--- config.mk ---
export PLATFORM = sky130hd
export DESIGN_NAME = mm_stream_adapters
export DESIGN_NICKNAME = d
export VERILOG_FILES = /design/src/design/mm_stream_adapters.v /design/src/design/sample_queue.v
export VERILOG_INCLUDE_DIRS = /design/src /design/src/design
export SDC_FILE = /design/constraint.sdc
export NUM_CORES = 1
export LEC_CHECK = 0
export ABC_AREA = 0
export BUFFER_PORTS_ARGS = -buffer_cell sky130_fd_sc_hd__buf_2
export CORE_MARGIN = 4
export CORE_UTILIZATION = 60
export CTS_CLUSTER_SIZE = 16
export DETAILED_ROUTE_END_ITERATION = 12
export PLACE_DENSITY = 0.74
export SYNTH_ARGS = -nofsm -noshare
export SYNTH_HDL_FRONTEND = slang
export SYNTH_HIERARCHICAL = 1
export SYNTH_SLANG_ARGS = --single-unit
export TNS_END_PERCENT = 50
--- constraint.sdc ---
create_clock -name i_mclk -period 4.2 [get_ports i_mclk]
set_input_delay 0.84 -clock i_mclk [delete_from_list [all_inputs] [get_ports i_mclk]]
set_output_delay 0.84 -clock i_mclk [all_outputs]
set_load 0.02 [all_outputs]
--- src/design/stream_adapter_defs.vh ---
`ifndef STREAM_ADAPTER_DEFS_VH
`define STREAM_ADAPTER_DEFS_VH
// Default sample width and buffer depth
`define SA_DATA_W 8
`define SA_DEPTH 16
`define SA_ADDR_W 4
// Reset values
`define SA_PTR_RST 4'h0
`define SA_CNT_RST 5'h00
`define SA_WORD_RST 8'h00
`endif

--- src/design/mm_stream_adapters.v ---
`timescale 1ns/1ns
`default_nettype none
`include "stream_adapter_defs.vh"
// Contract
// - Write side shows buffered sample one cycle after core ready.
// - Write side delivers samples oldest first, in arrival order.
// - Write valid high exactly when output holds a newly popped sample.
// - No bus read while stalled; core samples pile up in buffer.
// - Read side drops ready when its buffer is full.
// - Read side raises ready only while it can take a sample.
// - Bus capture valid high exactly when a real word is read.
// - Sample width and buffer depth come from parameters.
module mm_stream_adapters #(
  parameter DATA_W = `SA_DATA_W,
  parameter DEPTH = `SA_DEPTH,
  parameter ADDR_W = `SA_ADDR_W
) (
  input wire i_mclk,
  input wire i_srst,
  // Write adapter: bus side
  input wire i_bus_write,
  input wire [DATA_W-1:0] i_bus_wdata,
  output wire o_bus_wready,
  // Write adapter: stream side
  input wire i_core_ready,
  output wire [DATA_W-1:0] o_stream_out_word,
  output wire o_stream_word_valid,
  // Read adapter: stream side
  input wire [DATA_W-1:0] i_core_word,
  input wire i_core_valid,
  output wire o_core_ready,
  // Read adapter: bus side
  input wire i_bus_read,
  output wire [DATA_W-1:0] o_bus_capture_word,
  output wire o_bus_capture_valid
);
  wire [DATA_W-1:0] wq_head;
  wire wq_full;
  wire wq_empty;
  wire wq_pop;
  wire [DATA_W-1:0] rq_head;
  wire rq_full;
  wire rq_empty;
  wire rq_push;
  wire rq_pop;
  reg [DATA_W-1:0] out_word_r;
  reg out_valid_r;
  reg [DATA_W-1:0] cap_word_r;
  reg cap_valid_r;

  // Write-side storage and its pointers
  reg [DATA_W-1:0] wmem_r [0:DEPTH-1];
  reg [ADDR_W-1:0] wwr_ptr_r;
  reg [ADDR_W-1:0] wrd_ptr_r;
  reg [ADDR_W:0] wcount_r;
  wire wq_push;
  wire wq_inc;
  wire wq_dec;

  // Advance a write-side pointer with wrap at the depth
  function [ADDR_W-1:0] wptr_inc;
    input [ADDR_W-1:0] p;
    begin
      if (p == DEPTH[ADDR_W-1:0] - {{(ADDR_W-1){1'b0}}, 1'b1}) begin
        wptr_inc = {ADDR_W{1'b0}};
      end else begin
        wptr_inc = p + {{(ADDR_W-1){1'b0}}, 1'b1};
      end
    end
  endfunction

  // Occupancy flags; full refuses a write even if a pop falls alongside
  assign wq_full = (wcount_r == DEPTH[ADDR_W:0]);
  assign wq_empty = (wcount_r == {(ADDR_W+1){1'b0}});
  assign wq_push = i_bus_write && !wq_full;
  assign wq_head = wmem_r[wrd_ptr_r]; // Oldest unsent sample

  // Bus write back-pressure
  assign o_bus_wready = !wq_full;
  // Pop head when core is ready and a sample waits
  assign wq_pop = i_core_ready && !wq_empty;
  // Count moves only when exactly one side acts
  assign wq_inc = wq_push && !wq_pop;
  assign wq_dec = wq_pop && !wq_push;

  // Storage write, in arrival order
  always @(posedge i_mclk) begin
    if (wq_push) begin
      wmem_r[wwr_ptr_r] <= i_bus_wdata;
    end
  end

  // Write pointer
  always @(posedge i_mclk) begin
    if (i_srst) begin
      wwr_ptr_r <= {ADDR_W{1'b0}};
    end else if (wq_push) begin
      wwr_ptr_r <= wptr_inc(wwr_ptr_r);
    end
  end

  // Read pointer, moves only on a real pop
  always @(posedge i_mclk) begin
    if (i_srst) begin
      wrd_ptr_r <= {ADDR_W{1'b0}};
    end else if (wq_pop) begin
      wrd_ptr_r <= wptr_inc(wrd_ptr_r);
    end
  end

  // Occupancy count
  always @(posedge i_mclk) begin
    if (i_srst) begin
      wcount_r <= {(ADDR_W+1){1'b0}};
    end else if (wq_inc) begin
      wcount_r <= wcount_r + {{ADDR_W{1'b0}}, 1'b1};
    end else if (wq_dec) begin
      wcount_r <= wcount_r - {{ADDR_W{1'b0}}, 1'b1};
    end
  end

  // Output word: next sample the cycle after ready, else holds last
  always @(posedge i_mclk) begin
    if (i_srst) begin
      out_word_r <= `SA_WORD_RST;
    end else if (wq_pop) begin
      out_word_r <= wq_head;
    end
  end

  // Output valid: one cycle per sample, low on underflow
  always @(posedge i_mclk) begin
    if (i_srst) begin
      out_valid_r <= 1'b0;
    end else begin
      out_valid_r <= wq_pop;
    end
  end

  assign o_stream_out_word = out_word_r;
  assign o_stream_word_valid = out_valid_r;

  // Read adapter queue, core samples wait for bus reads
  sample_queue #(
    .DATA_W(DATA_W),
    .DEPTH(DEPTH),
    .ADDR_W(ADDR_W)
  ) u_read_queue (
    .i_mclk(i_mclk),
    .i_srst(i_srst),
    .i_push(rq_push),
    .i_push_word(i_core_word),
    .i_pop(rq_pop),
    .o_head_word(rq_head),
    .o_full(rq_full),
    .o_empty(rq_empty)
  );

  // Ready only while space remains
  assign o_core_ready = !rq_full;
  assign rq_push = i_core_valid && o_core_ready;
  assign rq_pop = i_bus_read && !rq_empty;

  // Bus capture register, valid only for real words
  always @(posedge i_mclk) begin
    if (i_srst) begin
      cap_word_r <= `SA_WORD_RST;
      cap_valid_r <= 1'b0;
    end else begin
      cap_valid_r <= rq_pop;
      if (rq_pop) begin
        cap_word_r <= rq_head;
      end
    end
  end

  assign o_bus_capture_word = cap_word_r;
  assign o_bus_capture_valid = cap_valid_r;
endmodule // mm_stream_adapters
`default_nettype wire

--- src/design/sample_queue.v ---
`timescale 1ns/1ns
`default_nettype none
`include "stream_adapter_defs.vh"
// Circular sample buffer with honest full and empty
module sample_queue #(
  parameter DATA_W = `SA_DATA_W,
  parameter DEPTH = `SA_DEPTH,
  parameter ADDR_W = `SA_ADDR_W
) (
  input wire i_mclk,
  input wire i_srst,
  input wire i_push,
  input wire [DATA_W-1:0] i_push_word,
  input wire i_pop,
  output wire [DATA_W-1:0] o_head_word,
  output wire o_full,
  output wire o_empty
);
  reg [DATA_W-1:0] mem_r [0:DEPTH-1];
  reg [ADDR_W-1:0] wr_ptr_r;
  reg [ADDR_W-1:0] rd_ptr_r;
  reg [ADDR_W:0] count_r;
  wire do_push;
  wire do_pop;

  // Advance a pointer with wrap at the depth
  function [ADDR_W-1:0] ptr_inc;
    input [ADDR_W-1:0] p;
    begin
      if (p == DEPTH[ADDR_W-1:0] - {{(ADDR_W-1){1'b0}}, 1'b1}) begin
        ptr_inc = {ADDR_W{1'b0}};
      end else begin
        ptr_inc = p + {{(ADDR_W-1){1'b0}}, 1'b1};
      end
    end
  endfunction

  assign o_full = (count_r == DEPTH[ADDR_W:0]);
  assign o_empty = (count_r == {(ADDR_W+1){1'b0}});
  assign do_push = i_push && !o_full;
  assign do_pop = i_pop && !o_empty;
  assign o_head_word = mem_r[rd_ptr_r];

  // Storage write
  always @(posedge i_mclk) begin
    if (do_push) begin
      mem_r[wr_ptr_r] <= i_push_word;
    end
  end

  // Pointers and occupancy
  always @(posedge i_mclk) begin
    if (i_srst) begin
      wr_ptr_r <= {ADDR_W{1'b0}};
      rd_ptr_r <= {ADDR_W{1'b0}};
      count_r <= {(ADDR_W+1){1'b0}};
    end else begin
      if (do_push) begin
        wr_ptr_r <= ptr_inc(wr_ptr_r);
      end
      if (do_pop) begin
        rd_ptr_r <= ptr_inc(rd_ptr_r);
      end
      if (do_push && !do_pop) begin
        count_r <= count_r + {{ADDR_W{1'b0}}, 1'b1};
      end else if (do_pop && !do_push) begin
        count_r <= count_r - {{ADDR_W{1'b0}}, 1'b1};
      end
    end
  end
endmodule // sample_queue
`default_nettype wire

==> flow_summary.ini <==
[floorplan]
fp.coreArea_sq_mm = 0.0197
die_h_um = 150
fp.dieW_um = 150
die_area_sq_mm = 0.0226
start_util_pct = 61.7
num_rows = 51
io_pins = 42

[pwr]
p_total_uw = 7640
clkPwrFrac_pct = 32.1
power.density_mw_per_mm2 = 566
switching_share_pct = 27.9
p_sw_uw = 2130
combPwrFrac_pct = 19.6
p_int_uw = 5510
ir_worst_vdd_mv = 0.549
leakage_uw = 0.00443
power.share.sequential_pct = 48.3

[worst_setup_path]
critPathKind = flip-flop to flip-flop
crit_arrival_ns = 3.98
cp_num_buf_inv = 2
worstSetupStartpointType = flip-flop
end_kind = flip-flop
worstPathMaxFanout = 10
crit_slowest_cell = or4_1
path_cells = or4_1 -> nor2_1 -> nand2b_1 -> clkinv_1 -> o21ai_4 -> ha_1 -> inv_1 -> ha_1 -> a21oi_1 -> a211oi_1 -> a31oi_1 -> mux2_2
slowest_delay_ns = 0.72
required_ns = 4.63
cpLargestDelayFamily = simple AND/OR/NAND/NOR gates
crit_path_frequent_cell = ha_1

[drt]
via_count = 6667
drc = 0
dr.pass1.iters = 5
ant_nets = 0
wirelength_mm = 24.2
drt_iter0_markers = 740
via_per_inst = 6.18
wl_per_cell_um = 22.5

[clock_tree]
cts_tree = yes
numCtsBuffers = 30
cts_setup_buffers = 0
cts_resized = 0
clk-insertion-delay-late_ns = 0.56
cts.root.buffer_cell = clkbuf_16
h-tree-depth = 1
ctsLongestPathBuffers = 3
path_clk_slew_ns = 0.06
clock_sink_count = 304
ctsHoldBuffers = 0

[yosys]
avgSynthCellArea_sq_um = 16.3
syn_area_sq_mm = 0.0122
seq_area_frac_synth_pct = 71.1
synthArstFlopShare_pct = 0
synth_seq_cells = 304
synth_top_area_share_pct = 63.2
ys_types = 49
synth_nets = 790
yosys_warnings = 6
synth_area_leaders = edfxtp_1 (63%), dfxtp_1 (7.9%), mux4_2 (7.4%), mux2i_1 (4.2%), nor2_1 (2.1%)
synth_flop_cell = edfxtp_1
netlist_instances = 746
yosys-top-cells-count = edfxtp_1 (256), nor2_1 (68), mux2i_1 (51), dfxtp_1 (48), nand2_1 (43)
synth_top_area_cell = edfxtp_1
synth_edf_count = 256
synth_most_common_cell = edfxtp_1

[timing]
fin_crit_ns = 3.56
worstMarginPinSlew_ns = 1.17
setup_tns_ns = 0
slew_headroom_pct = 21.5
final.setup_skew_ns = 0.0253
max_freq_mhz = 281
drv_slew = 0
period_share_pct = 84.7
hold_viol_final = 0
rsz0062_at_grt = no
worst_slack_ns = 0.644
setup_violations = 0

[layout]
layout-drive-gt1-share_pct = 19.7
nets = 834
syn_to_final_growth_pct = 11.1
utilization_pct = 68.5
antenna_cells = 0
design_area_sq_mm = 0.0135

[grt]
gr-total-overflow = 0
antenna_found_initial = 0
grt_pass1_wl_mm = 38.4
track_usage_pct = 22.4
grt_max_degree = 48
grt_pass1_vias = 6719

[placement]
port_buffers = 41
place_area_sq_mm = 0.0126
gp_congestion = 0.857
dp_slack_ns = 0.713
dpl.hpwl_mm = 15.6

[hold_path]
hold_path_class = flip-flop to flip-flop

[run_status]
status = finished clean

[job]
drv_cap = 0
## state kept, by name, indices dropped and copies added, names as in the netlist, named ones only
| name | cells |
|---|---|
| o_bus_capture_valid | 1 |
| wwr_ptr_r | 4 |
| wcount_r | 5 |
| u_read_queue/wr_ptr_r | 4 |
| wrd_ptr_r | 4 |
| o_stream_out_word | 8 |
| u_read_queue/rd_ptr_r | 4 |
| o_stream_word_valid | 1 |
| o_bus_capture_word | 8 |
| wmem_r | 128 |
| u_read_queue/count_r | 5 |
| u_read_queue/mem_r | 128 |
## power by group through the flow
stage | Sequential [uW] | Clock, uW | Combinational (uW)
2_1_floorplan | 3660 | 0 | 1160
3_3_place_gp | 3740 | 0 | 1420
3_5_place_dp | 3760 | 0 | 1480
4_1_cts | 3700 | 2500 | 1490
5_1_grt | 3730 | 2660 | 1630
6_report | 3690 | 2460 | 1500
## final timing paths
path                                          endpoint                            startpoint  cells past startpoint  slack, ns
setup / recovery  u_read_queue/count_r[4]$_SDFFE_PP0P_  u_read_queue/count_r[0]$_SDFFE_PP0P_                     12       0.64
hold / removal      o_bus_capture_word[2]$_SDFFE_PP0P_    o_bus_capture_word[2]$_SDFFE_PP0P_                      2       0.45
setup reg to reg  u_read_queue/count_r[4]$_SDFFE_PP0P_  u_read_queue/count_r[0]$_SDFFE_PP0P_                     12       0.64
hold reg to reg     o_bus_capture_word[2]$_SDFFE_PP0P_    o_bus_capture_word[2]$_SDFFE_PP0P_                      2       0.45
## layout by cell type, fill, tap and decap left out, types with 13 or more instances in the layout
cell type / Yosys / final
mux4_2: 40 / 40
a22oi_1: 16 / 16
nand2_1: 43 / 43
nor3_1: 17 / 17
nor2_1: 68 / 68
a21oi_1: 27 / 27
dfxtp_1: 48 / 45
buf_2: 13 / 41
mux2i_1: 51 / 51
clkbuf_16: 0 / 30
ha_1: 20 / 20
edfxtp_1: 256 / 256
o22ai_1: 23 / 23
inv_1: 13 / 13
## per-stage QoR
stage	hold slack, ns	instances
6_report	0.454	1079
5_1_grt	0.487	1079
4_1_cts	0.458	1079
3_5_place_dp	0.450	1023
3_3_place_gp	0.448	1023
2_1_floorplan	0.469	746
## metal layers
| metal | wire (um) | global-route usage, % | up-vias | part of all wire (%) |
|---|---|---|---|---|
| li1 | - | - | 2977 | - |
| met1 | 10200 | 33.8 | 3356 | 42 |
| met2 | 11700 | 34.7 | 293 | 48 |
| met3 | 2030 | 3.94 | 41 | 8.4 |
| met4 | 381 | 5.22 | 0 | 1.6 |
| met5 | 0 | 0 | - | 0 |
## final cells by class
cell class | count | area, sq um
clock buffer | 36 | 783
sequential | 304 | 8650
multi-input combinational | 385 | 3260
fill | 1258 | 6200
timing repair buffer | 53 | 295
clock inverter | 20 | 133
tap | 265 | 332
inverter | 16 | 60.1
## cell families (layout without fill, tap and decap cells)
group,Yosys count,in the layout,share of synthesized area [%]
xor gates and xnor gates,10,10,0.720
adders and majority gates,22,22,2.39
buffers and inverters,57,125,2.11
muxes,94,94,11.9
and+or+nand+nor,164,164,6.01
AOI/OAI and AO/OA,95,95,5.79
DFF,304,304,71.1
## worst min-delay path: stages (launching register included)
cell	delay, ns
dfxtp_1	0.31
nand2_1	0.05
a21oi_1	0.05
Power figures use the tool's default switching activity.
